--- config.mk ---
export PLATFORM = sky130hd
export DESIGN_NAME = jtp_tap
export DESIGN_NICKNAME = d
export VERILOG_FILES = /design/src/jtp_pkg.sv /design/src/jtp_tap.sv
export SDC_FILE = /design/constraint.sdc
export NUM_CORES = 1
export LEC_CHECK = 0
export BUFFER_PORTS_ARGS = -buffer_cell sky130_fd_sc_hd__buf_2
export CORE_UTILIZATION = 30
export DETAILED_ROUTE_END_ITERATION = 12
export PLACE_DENSITY = 0.48
export RECOVER_POWER = 25
export SETUP_SLACK_MARGIN = 0.4
export SLEW_MARGIN = 25
export SYNTH_ARGS = -nofsm -noshare
export SYNTH_HDL_FRONTEND = slang
export SYNTH_SLANG_ARGS = --single-unit
--- constraint.sdc ---
create_clock -name clk -period 3.8 [get_ports clk]
set_input_delay 0.76 -clock clk [delete_from_list [all_inputs] [get_ports clk]]
set_output_delay 0.76 -clock clk [all_outputs]
set_load 0.05 [all_outputs]
--- src/jtp_pkg.sv ---
package jtp_pkg;

  // ************************************************************
  // widths
  // ************************************************************
  localparam int IR_W   = 4;
  localparam int ID_W   = 32;
  localparam int BSR_W  = 8;
  localparam int NPIN   = 5;
  localparam int SYNC_W = NPIN + 1;

  // ************************************************************
  // shared pin positions on the pad bus
  // ************************************************************
  localparam int PIN_TCK  = 0;
  localparam int PIN_TMS  = 1;
  localparam int PIN_TDI  = 2;
  localparam int PIN_TDO  = 3;
  localparam int PIN_TRST = 4;
  localparam int SYNC_CORE_TDO = NPIN;

  // levels a test input takes while its pin serves general-purpose use
  localparam logic [NPIN-1:0] PIN_IDLE = 5'h16;

  // ************************************************************
  // instruction codes
  // ************************************************************
  localparam logic [IR_W-1:0] INS_EXTEST = 4'h0;
  localparam logic [IR_W-1:0] INS_INTEST = 4'h1;
  localparam logic [IR_W-1:0] INS_SAMPLE = 4'h2;
  localparam logic [IR_W-1:0] INS_ABORT  = 4'h8;
  localparam logic [IR_W-1:0] INS_DPACC  = 4'ha;
  localparam logic [IR_W-1:0] INS_APACC  = 4'hb;
  localparam logic [IR_W-1:0] INS_IDCODE = 4'he;
  localparam logic [IR_W-1:0] INS_BYPASS = 4'hf;
  localparam logic [IR_W-1:0] IR_CAPTURE = 4'h1;

  // ************************************************************
  // reset values
  // ************************************************************
  localparam logic [NPIN-1:0] ALT_FUNCTION_CHOICE_BIT_RST  = 5'h1f;
  localparam logic [NPIN-1:0] COMMIT_RST = 5'h00;
  localparam logic [BSR_W-1:0] BSR_RST   = 8'h00;

  // ************************************************************
  // types
  // ************************************************************
  typedef enum logic [3:0] {
    TLR, RTI, SEL_DR, CAP_DR, SH_DR, EX1_DR, PAU_DR, EX2_DR, UPD_DR,
    SEL_IR, CAP_IR, SH_IR, EX1_IR, PAU_IR, EX2_IR, UPD_IR
  } jtp_tap_state_t;

  typedef struct packed {
    logic            key_wr;
    logic [31:0]     key;
    logic            commit_wr;
    logic [NPIN-1:0] commit;
    logic            alt_function_choice_bit_wr;
    logic [NPIN-1:0] alt_function_choice_bit;
  } jtp_cfg_req_t;

  typedef struct packed {
    logic [NPIN-1:0] dout;
    logic [NPIN-1:0] oe;
  } jtp_pad_drv_t;

endpackage : jtp_pkg

--- src/jtp_tap.sv ---
`timescale 1ns/10ps

module jtp_tap
  import jtp_pkg::*;
#(
  parameter logic [31:0] IDCODE_VALUE = 32'h0000_1001, // arbitrary value
  parameter logic [31:0] UNLOCK_KEY   = 32'h0000_c3c3  // arbitrary value
) (
  input  wire logic                        clk,
  input  wire logic                        rstn,
  input  wire logic [jtp_pkg::NPIN-1:0]    pad_in,
  output      jtp_pkg::jtp_pad_drv_t       pad_drv,
  input  wire logic                        core_tdo,
  output      logic                        core_sel,
  input  wire jtp_pkg::jtp_cfg_req_t       cfg_req,
  output      logic [jtp_pkg::NPIN-1:0]    pin_alternate_function_select,
  output      logic [jtp_pkg::NPIN-1:0]    pin_commit_enable,
  output      logic                        pin_config_unlocked,
  input  wire jtp_pkg::jtp_pad_drv_t       gpio_drv,
  output      logic [jtp_pkg::NPIN-1:0]    gpio_in,
  input  wire logic [jtp_pkg::BSR_W-1:0]   bsr_pin_in,
  output      logic [jtp_pkg::BSR_W-1:0]   bsr_out,
  output      logic                        extest_en,
  output      logic                        intest_en,
  output      jtp_pkg::jtp_tap_state_t     tap_state
);
  import jtp_pkg::*;

  // ************************************************************
  // pin synchronisers
  // ************************************************************
  logic [SYNC_W-1:0] sync1_r;
  logic [SYNC_W-1:0] sync2_r;
  logic              tck_d_r;

  always_ff @(posedge clk) begin
    if (!rstn) begin
      sync1_r <= '0;
      sync2_r <= '0;
    end else begin
      sync1_r <= {core_tdo, pad_in};
      sync2_r <= sync1_r;
    end
  end

  // ************************************************************
  // pin ownership and commit protection
  // ************************************************************
  logic [NPIN-1:0] alt_function_choice_bit_r;
  logic [NPIN-1:0] commit_r;
  logic            unlocked_r;

  wire             key_match   = cfg_req.key == UNLOCK_KEY;
  // only committed pins can change their select bit
  wire [NPIN-1:0]  alt_function_choice_bit_keep  = alt_function_choice_bit_r & ~commit_r;
  wire [NPIN-1:0]  alt_function_choice_bit_nxt   = alt_function_choice_bit_keep | (cfg_req.alt_function_choice_bit & commit_r);
  wire [NPIN-1:0]  pin_s       = sync2_r[NPIN-1:0];
  // a pin given to GPIO leaves the TAP input parked at an idle level
  wire [NPIN-1:0]  test_in     = (pin_s & alt_function_choice_bit_r) | (PIN_IDLE & ~alt_function_choice_bit_r);

  always_ff @(posedge clk) begin
    if (!rstn) begin
      alt_function_choice_bit_r    <= ALT_FUNCTION_CHOICE_BIT_RST;
      commit_r   <= COMMIT_RST;
      unlocked_r <= 1'b0;
    end else begin
      if (cfg_req.key_wr) begin
        unlocked_r <= key_match;
      end
      if (cfg_req.commit_wr && unlocked_r) begin
        commit_r <= cfg_req.commit;
      end
      if (cfg_req.alt_function_choice_bit_wr) begin
        alt_function_choice_bit_r <= alt_function_choice_bit_nxt;
      end
    end
  end

  assign pin_alternate_function_select = alt_function_choice_bit_r;
  assign pin_commit_enable             = commit_r;
  assign pin_config_unlocked           = unlocked_r;
  assign gpio_in                       = pin_s & ~alt_function_choice_bit_r;

  // ************************************************************
  // test clock edges and sampled inputs
  // ************************************************************
  wire tck_s    = test_in[PIN_TCK];
  wire tms_s    = test_in[PIN_TMS];
  wire tdi_s    = test_in[PIN_TDI];
  wire trst_n_s = test_in[PIN_TRST];
  wire tck_rise = tck_s & ~tck_d_r;
  wire tck_fall = ~tck_s & tck_d_r;
  // trst works as a level without any tck edge; the cost is the sync delay
  wire tap_rst  = ~trst_n_s;

  always_ff @(posedge clk) begin
    if (!rstn) begin
      tck_d_r <= 1'b0;
    end else begin
      tck_d_r <= tck_s;
    end
  end

  // ************************************************************
  // TAP state machine
  // ************************************************************
  jtp_tap_state_t state_r;
  jtp_tap_state_t state_nxt;

  always_comb begin
    state_nxt = state_r;
    unique case (state_r)
      TLR:    state_nxt = tms_s ? TLR    : RTI;
      RTI:    state_nxt = tms_s ? SEL_DR : RTI;
      SEL_DR: state_nxt = tms_s ? SEL_IR : CAP_DR;
      CAP_DR: state_nxt = tms_s ? EX1_DR : SH_DR;
      SH_DR:  state_nxt = tms_s ? EX1_DR : SH_DR;
      EX1_DR: state_nxt = tms_s ? UPD_DR : PAU_DR;
      PAU_DR: state_nxt = tms_s ? EX2_DR : PAU_DR;
      EX2_DR: state_nxt = tms_s ? UPD_DR : SH_DR;
      UPD_DR: state_nxt = tms_s ? SEL_DR : RTI;
      SEL_IR: state_nxt = tms_s ? TLR    : CAP_IR;
      CAP_IR: state_nxt = tms_s ? EX1_IR : SH_IR;
      SH_IR:  state_nxt = tms_s ? EX1_IR : SH_IR;
      EX1_IR: state_nxt = tms_s ? UPD_IR : PAU_IR;
      PAU_IR: state_nxt = tms_s ? EX2_IR : PAU_IR;
      EX2_IR: state_nxt = tms_s ? UPD_IR : SH_IR;
      UPD_IR: state_nxt = tms_s ? SEL_DR : RTI;
    endcase
  end

  always_ff @(posedge clk) begin
    if (!rstn || tap_rst) begin
      state_r <= TLR;
    end else if (tck_rise) begin
      state_r <= state_nxt;
    end
  end

  assign tap_state = state_r;

  // ************************************************************
  // instruction decode
  // ************************************************************
  logic [IR_W-1:0] ir_sh_r;
  logic [IR_W-1:0] ir_upd_r;

  wire ins_known = (ir_upd_r == INS_EXTEST) || (ir_upd_r == INS_INTEST) ||
                   (ir_upd_r == INS_SAMPLE) || (ir_upd_r == INS_IDCODE) ||
                   (ir_upd_r == INS_BYPASS) || (ir_upd_r == INS_ABORT)  ||
                   (ir_upd_r == INS_DPACC)  || (ir_upd_r == INS_APACC);
  wire [IR_W-1:0] ins = ins_known ? ir_upd_r : INS_BYPASS;
  wire ins_core   = (ins == INS_ABORT) || (ins == INS_DPACC) || (ins == INS_APACC);
  wire sel_id     = ins == INS_IDCODE;
  wire sel_bsr    = ins == INS_SAMPLE;
  // extest, intest and core instructions fall through to the bypass cell
  wire sel_byp    = !sel_id && !sel_bsr;

  // ************************************************************
  // state decode for chain actions
  // ************************************************************
  wire in_tlr     = state_r == TLR;
  wire cap_ir     = tck_rise && state_r == CAP_IR;
  wire sh_ir      = tck_rise && state_r == SH_IR;
  wire upd_ir     = tck_rise && state_r == UPD_IR;
  wire cap_dr     = tck_rise && state_r == CAP_DR;
  wire sh_dr      = tck_rise && state_r == SH_DR;
  wire upd_dr     = tck_rise && state_r == UPD_DR;
  wire shifting   = state_r == SH_IR || state_r == SH_DR;

  // ************************************************************
  // instruction chain
  // ************************************************************
  always_ff @(posedge clk) begin
    if (!rstn || tap_rst) begin
      ir_sh_r  <= IR_CAPTURE;
      ir_upd_r <= INS_IDCODE;
    end else begin
      if (cap_ir) begin
        ir_sh_r <= IR_CAPTURE;
      end else if (sh_ir) begin
        ir_sh_r <= {tdi_s, ir_sh_r[IR_W-1:1]};
      end
      if (in_tlr) begin
        ir_upd_r <= INS_IDCODE;
      end else if (upd_ir) begin
        ir_upd_r <= ir_sh_r;
      end
    end
  end

  // ************************************************************
  // data chains
  // ************************************************************
  logic             byp_r;
  logic [ID_W-1:0]  id_sh_r;
  logic [BSR_W-1:0] bsr_sh_r;
  logic [BSR_W-1:0] bsr_upd_r;

  always_ff @(posedge clk) begin
    if (!rstn || tap_rst) begin
      byp_r     <= 1'b0;
      id_sh_r   <= '0;
      bsr_sh_r  <= BSR_RST;
      bsr_upd_r <= BSR_RST;
    end else begin
      if (cap_dr && sel_byp) begin
        byp_r <= 1'b0;
      end else if (sh_dr && sel_byp) begin
        byp_r <= tdi_s;
      end
      if (cap_dr && sel_id) begin
        id_sh_r <= IDCODE_VALUE;
      end else if (sh_dr && sel_id) begin
        id_sh_r <= {tdi_s, id_sh_r[ID_W-1:1]};
      end
      if (cap_dr && sel_bsr) begin
        bsr_sh_r <= bsr_pin_in;
      end else if (sh_dr && sel_bsr) begin
        bsr_sh_r <= {tdi_s, bsr_sh_r[BSR_W-1:1]};
      end
      if (upd_dr && sel_bsr) begin
        bsr_upd_r <= bsr_sh_r;
      end
    end
  end

  // extest and intest only expose what the update stage already holds
  assign bsr_out   = bsr_upd_r;
  assign extest_en = ins == INS_EXTEST;
  assign intest_en = ins == INS_INTEST;
  assign core_sel  = ins_core;

  // ************************************************************
  // serial output, launched on the falling test clock
  // ************************************************************
  logic tdo_r;
  logic tdo_oe_r;

  wire own_dr_bit = sel_id ? id_sh_r[0] : (sel_bsr ? bsr_sh_r[0] : byp_r);
  wire own_bit    = (state_r == SH_IR) ? ir_sh_r[0] : own_dr_bit;
  wire core_bit   = sync2_r[SYNC_CORE_TDO];
  wire mux_bit    = (ins_core && state_r == SH_DR) ? core_bit : own_bit;

  always_ff @(posedge clk) begin
    if (!rstn || tap_rst) begin
      tdo_r    <= 1'b0;
      tdo_oe_r <= 1'b0;
    end else if (tck_fall) begin
      tdo_r    <= mux_bit;
      tdo_oe_r <= shifting;
    end
  end

  // ************************************************************
  // pad drive: test port or GPIO per pin
  // ************************************************************
  jtp_pad_drv_t test_drv;
  jtp_pad_drv_t pad_nxt;
  jtp_pad_drv_t pad_r;

  always_comb begin
    test_drv              = '0;
    test_drv.dout[PIN_TDO] = tdo_r;
    test_drv.oe[PIN_TDO]   = tdo_oe_r;
  end

  assign pad_nxt.dout = (test_drv.dout & alt_function_choice_bit_r) | (gpio_drv.dout & ~alt_function_choice_bit_r);
  assign pad_nxt.oe   = (test_drv.oe & alt_function_choice_bit_r) | (gpio_drv.oe & ~alt_function_choice_bit_r);

  always_ff @(posedge clk) begin
    if (!rstn) begin
      pad_r <= '0;
    end else begin
      pad_r <= pad_nxt;
    end
  end

  assign pad_drv = pad_r;

endmodule : jtp_tap

Yosys cells after proc, flatten, opt, wreduce, memory -nomap -nowiden:

Cells that the tools add are included.

* equality and inequality tests: 29
* multiplexer cells: 22
* bitwise operators: 19
* reduce and logical (&&, ||, !) cells: 42

Operators by type and width (number)
* $eq 4x4->1 const B: 17
* $pmux 4 s12: 1
* $eq 32x16->1 const B: 1
* $and 5x5->5: 6
* $mux 13: 2
* $mux 4: 5
* $or 5x5->5: 4
* $eq 4x2->1 const B: 4
* $eq 4x3->1 const B: 4
* $logic_and 1x1->1: 16
* $mux 8: 2
* $eq 4x1->1 const B: 3
* $logic_not 4->1: 3
* $reduce_or 2->1: 6
* $logic_or 1x1->1: 11
* $and 4x5->5: 2
* $not 5->5: 2
* $mux 1: 7
* $mux 2: 3
* $mux 3: 2
* $reduce_bool 2->1: 2
* $logic_not 1->1: 3
* $not 1->1: 3
* $reduce_or 3->1: 1
* $and 1x1->1: 2

* flip-flop bits (word level): 97
* bits of input ports: 71
* output and inout bits: 41
* word-level logic and storage cells: 130

Logic depth before layout (Yosys ltp):

* word-level depth: 14
* depth in mapped cells: 7
* gate-level depth less buffers: 4

Worst setup path after synthesis:

No wires, ideal clock.

* path kind: register to output
* from: register ir_upd_r[3]
* to: output extest_en
* arrival time: 1.896 ns
* required time: 3.040 ns
* setup slack: 1.144 ns
* stages on the path, launching flop included: 2
* path buffers: 0
* cell sequence: dfxtp_1 -> nor4_1

* cells in the longest elaborated chain, start to end: 10
* elaborated cells between the ends (all ways): 17
* classes of those cells: eq/ne (7); mux (1); reduce/logical (9)

Ends and longest elaborated chain
* start: declaration: line jtp_tap.sv:146 `logic [IR_W-1:0] ir_upd_r;`
* start signal: assignment: line jtp_tap.sv:187 `ir_upd_r <= ir_sh_r;`
* $eq 4x1->1 or $logic_not 4->1 (tied branches): line jtp_tap.sv:148 `wire ins_known = (ir_upd_r == INS_EXTEST) || (ir_upd_r == INS_INTEST) ||`
* $logic_or 1x1->1 (2 in a row): line jtp_tap.sv:148
* $logic_or 1x1->1 (2 in a row): line jtp_tap.sv:149 `(ir_upd_r == INS_SAMPLE) || (ir_upd_r == INS_IDCODE) ||`
* $logic_or 1x1->1 (2 in a row): line jtp_tap.sv:150 `(ir_upd_r == INS_BYPASS) || (ir_upd_r == INS_ABORT) ||`
* $logic_or 1x1->1: line jtp_tap.sv:151 `(ir_upd_r == INS_DPACC) || (ir_upd_r == INS_APACC);`
* $mux 4 (*): line jtp_tap.sv:152 `wire [IR_W-1:0] ins = ins_known ? ir_upd_r : INS_BYPASS;`
* $logic_not 4->1 (*): line jtp_tap.sv:230 `assign extest_en = ins == INS_EXTEST;`
* end: declaration: line jtp_tap.sv:23 `output logic extest_en,`

Every way passes the cells marked *; elsewhere a longest branch is shown, timed or not.

Final worst setup path:

* from: input rstn
* to: register id_sh_r[31]

* cells in the longest elaborated chain, start to end: 3

Ends and longest elaborated chain
* start: declaration: line jtp_tap.sv:10 `input wire logic rstn,`
* $logic_not 1->1
* $logic_or 1x1->1: line jtp_tap.sv:201 `if (!rstn || tap_rst) begin`
* $reduce_or 2->1 (no line)
* end signal: assignment: line jtp_tap.sv:215 `id_sh_r <= {tdi_s, id_sh_r[ID_W-1:1]};`
* end: declaration: line jtp_tap.sv:196 `logic [ID_W-1:0] id_sh_r;`

No other way between the ends.
A chain may end at the register's enable or synchronous reset.

==> insert_results.sql <==
INSERT INTO impl_metrics (metric_group, metric, value, unit) VALUES
('status', 'run_status', 'complete, no violations', ''),
('setup_path', 'kind_of_critical_path', 'in -> reg', ''),
('clock_tree', 'cts.sink_count', '97', ''),
('grt', 'grt_pass1_vias', '3169', ''),
('synth', 'yosys.area.top_type', 'dfxtp_1', ''),
('route', 'first_drt_pass_iteration_count', '4', ''),
('synth', 'synth_enable_flop_cells', '0', ''),
('timing', 'final-hold-violation-count', '0', ''),
('setup_path', 'cp_top_family', 'buffers and inverters', ''),
('route', 'detailroute.via_count', '3388', ''),
('die', 'floorplan.die.height', '118', 'um'),
('timing', 'fin_skew', '0.00700', 'ns'),
('setup_path', 'timing.critical_path.depth', '6', ''),
('cells_and_area', 'synthToLayoutAreaGrowth', '23.2', '%'),
('power', 'power.leakage', '1.97', 'nW'),
('flow_run', 'timing.max_cap.violations', '0', ''),
('setup_path', 'setup.reg_to_reg.worst_slack', '1.43', 'ns'),
('setup_path', 'timing.reg2reg.worst_path_depth', '5', ''),
('route', 'wl_per_cell', '12.6', 'um'),
('place', 'placement.cell_area', '4720', 'um^2'),
('route', 'drt_iter0_markers', '163', ''),
('clock_tree', 'cts-root-buf', 'clkbuf_16', ''),
('clock_tree', 'clock_tree.htree_level_count', '3', ''),
('grt', 'met2_usage', '0.209', ''),
('synth', 'syn-cell-area', '4060', 'um^2'),
('place', 'port_buffers', '111', ''),
('setup_path', 'rr_endpoint', 'id_sh_r[9]$_SDFFE_PP0N_', ''),
('die', 'initial_utilization', '0.307', ''),
('die', 'fp-row-count', '42', ''),
('synth', 'synth.yosys.seq_area_share', '0.478', ''),
('synth', 'netlist_instances', '450', ''),
('die', 'ios', '112', ''),
('route', 'avgViaCountPerCell', '4.64', ''),
('timing', 'crit_path_time_final', '2.60', 'ns'),
('synth', 'yosys_register_bits', '97', ''),
('timing', 'timing.fmax', '385', 'MHz'),
('cells_and_area', 'finish.instance_area', '5000', 'um^2'),
('die', 'fp.dieW', '118', 'um'),
('synth', 'ys_warn_count', '0', ''),
('synth', 'post_synth.cell_area_avg', '9.02', 'um^2'),
('setup_path', 'cp_max_fo', '37', ''),
('setup_path', 'critPathBufInv', '3', ''),
('setup_path', 'path_cells', 'buf_2 > clkbuf_1 > o21a_1 > nand2b_1 > buf_4 > a211oi_1', ''),
('setup_path', 'endpoint_kind', 'register', ''),
('clock_tree', 'worst_skew_late_latency', '0.35', 'ns'),
('timing', 'setup_repair_after_global_routing_missed_its_margin', 'false', ''),
('min_path', 'worstHoldPathCells', '1', ''),
('grt', 'final_global_route_overflow_total', '0', ''),
('cells_and_area', 'antenna_diode_count', '0', ''),
('min_path', 'min_path_type', 'reg -> reg', ''),
('place', 'gp_congestion', '0.762', ''),
('grt', 'initial_antenna_violation_count', '0', ''),
('die', 'coreArea', '13200', 'um^2'),
('cells_and_area', 'layout.nets', '620', ''),
('grt', 'pin_count_of_the_biggest_net_entering_global_routing', '38', ''),
('route', 'drt.antenna.violating_nets', '0', ''),
('grt', 'grt_first_pass_wirelength', '15500', 'um'),
('synth', 'synth-main-ff-cell', 'dfxtp_1', ''),
('timing', 'slew_headroom', '0.103', ''),
('power', 'vdd.ir_drop.worst', '0.000191', 'V'),
('setup_path', 'slowest_delay', '0.97', 'ns'),
('clock_tree', 'cts_resized', '0', ''),
('synth', 'synthArstFlopShare', '0', ''),
('clock_tree', 'clkSlewWorstSetupHoldPaths', '0.06', 'ns'),
('setup_path', 'critPathArrivalTime', '2.86', 'ns'),
('synth', 'synth.area.top_cells', 'dfxtp_1 48%, nand2_1 7.9%, mux2i_1 5.9%, a21oi_1 4.6%, nor2_1 2.8%', ''),
('power', 'p_per_area', '391', 'nW/um^2'),
('place', 'dp_hpwl', '6390', 'um'),
('clock_tree', 'postCtsHoldBufs', '0', ''),
('setup_path', 'setup.worst_path.start_class', 'primary input', ''),
('timing', 'drv_slew', '0', '');
layout by cell type, fill, tap and decap left out, types with 4 or more instances in the layout:
cell type / count
a21boi_0: 5
nand2_1: 85
buf_2: 110
dfxtp_1: 97
and2_0: 7
and3b_1: 7
nor4_1: 5
clkbuf_16: 9
nand3_1: 17
nor2_1: 30
mux2i_1: 24
nor3_1: 5
inv_1: 4
nand2b_1: 8
and3_1: 6
nor2b_1: 12
a211oi_2: 7
o21ai_0: 7
and2_1: 7
a21oi_1: 37
where the power goes:
part | switching (mW) | total, mW | internal (mW)
Clock | 0.397 | 0.864 | 0.467
Combinational | 0.0319 | 0.0688 | 0.0369
Sequential | 0.00309 | 1.03 | 1.02
sequential cells by signal, indices dropped and copies added, names as in the netlist, 5 cells and up, named ones only:
| name | cells |
|---|---|
| bsr_sh_r | 8 |
| pin_commit_enable | 5 |
| sync1_r | 6 |
| bsr_out | 8 |
| id_sh_r | 32 |
| pad_drv | 10 |
| sync2_r | 6 |
routing by layer:
layer,wire length [um],up-vias
li1,-,1756
met1,4350,1510
met2,4060,114
met3,750,8
met4,69,0
met5,0,-
worst max path at each step:
stage | start | endpoint | slack, ns
after floorplan | ir_upd_r[3]$_SDFFE_PP1P_ | extest_en | 1.14
after global placement | tap_state[0]$_SDFFE_PP0P_ | id_sh_r[31]$_SDFFE_PP0N_ | 1.49
after detailed placement | tap_state[0]$_SDFFE_PP0P_ | id_sh_r[31]$_SDFFE_PP0N_ | 1.44
after CTS | tap_state[0]$_SDFFE_PP0P_ | id_sh_r[9]$_SDFFE_PP0N_ | 1.43
after global routing | rstn | id_sh_r[31]$_SDFFE_PP0N_ | 0.95
final | rstn | id_sh_r[31]$_SDFFE_PP0N_ | 1.20
cell families after synthesis:
group / after synthesis / share of synthesized area
compound gates: 80 / 0.137
mux: 26 / 0.0647
simple gates: 215 / 0.278
flops: 97 / 0.478
buf+inv: 32 / 0.0419
synthesized netlist by cell type, types with 4 or more instances:
cell type  instances
dfxtp_1           97
a21boi_0           5
clkbuf_1          17
inv_1              4
o21ai_0            8
and3b_1            7
a21oi_1           37
and3_1             6
nand3_1           17
nand2b_1           8
mux2i_1           24
buf_2              4
nand2_1           85
a211oi_2           7
nor2_1            30
and2_1            14
buf_6              4
nor2b_1           12
nor4_1             5
nor3_1             5
layout make-up:
cell class / count / area, um^2
sequential: 97 / 1940
timing repair buffer: 115 / 581
clock inverter: 5 / 38.8
inverter: 5 / 18.8
multi-input combinational: 321 / 1960
fill: 1403 / 8240
tap: 176 / 220
clock buffer: 11 / 243
through the flow:
step                      instances  setup slack, ns   util  hold WS, ns  power (mW)
after floorplan                 450             1.14      -        0.412        1.08
after global placement          714             1.49  0.356        0.413        1.12
after detailed placement        714             1.44  0.356        0.418        1.12
after CTS                       730             1.43  0.377        0.435        2.00
after global routing            730            0.955  0.378        0.446        2.04
final                           730             1.20  0.378        0.433        1.96
Note: power is estimated with default switching activity, not from simulation.
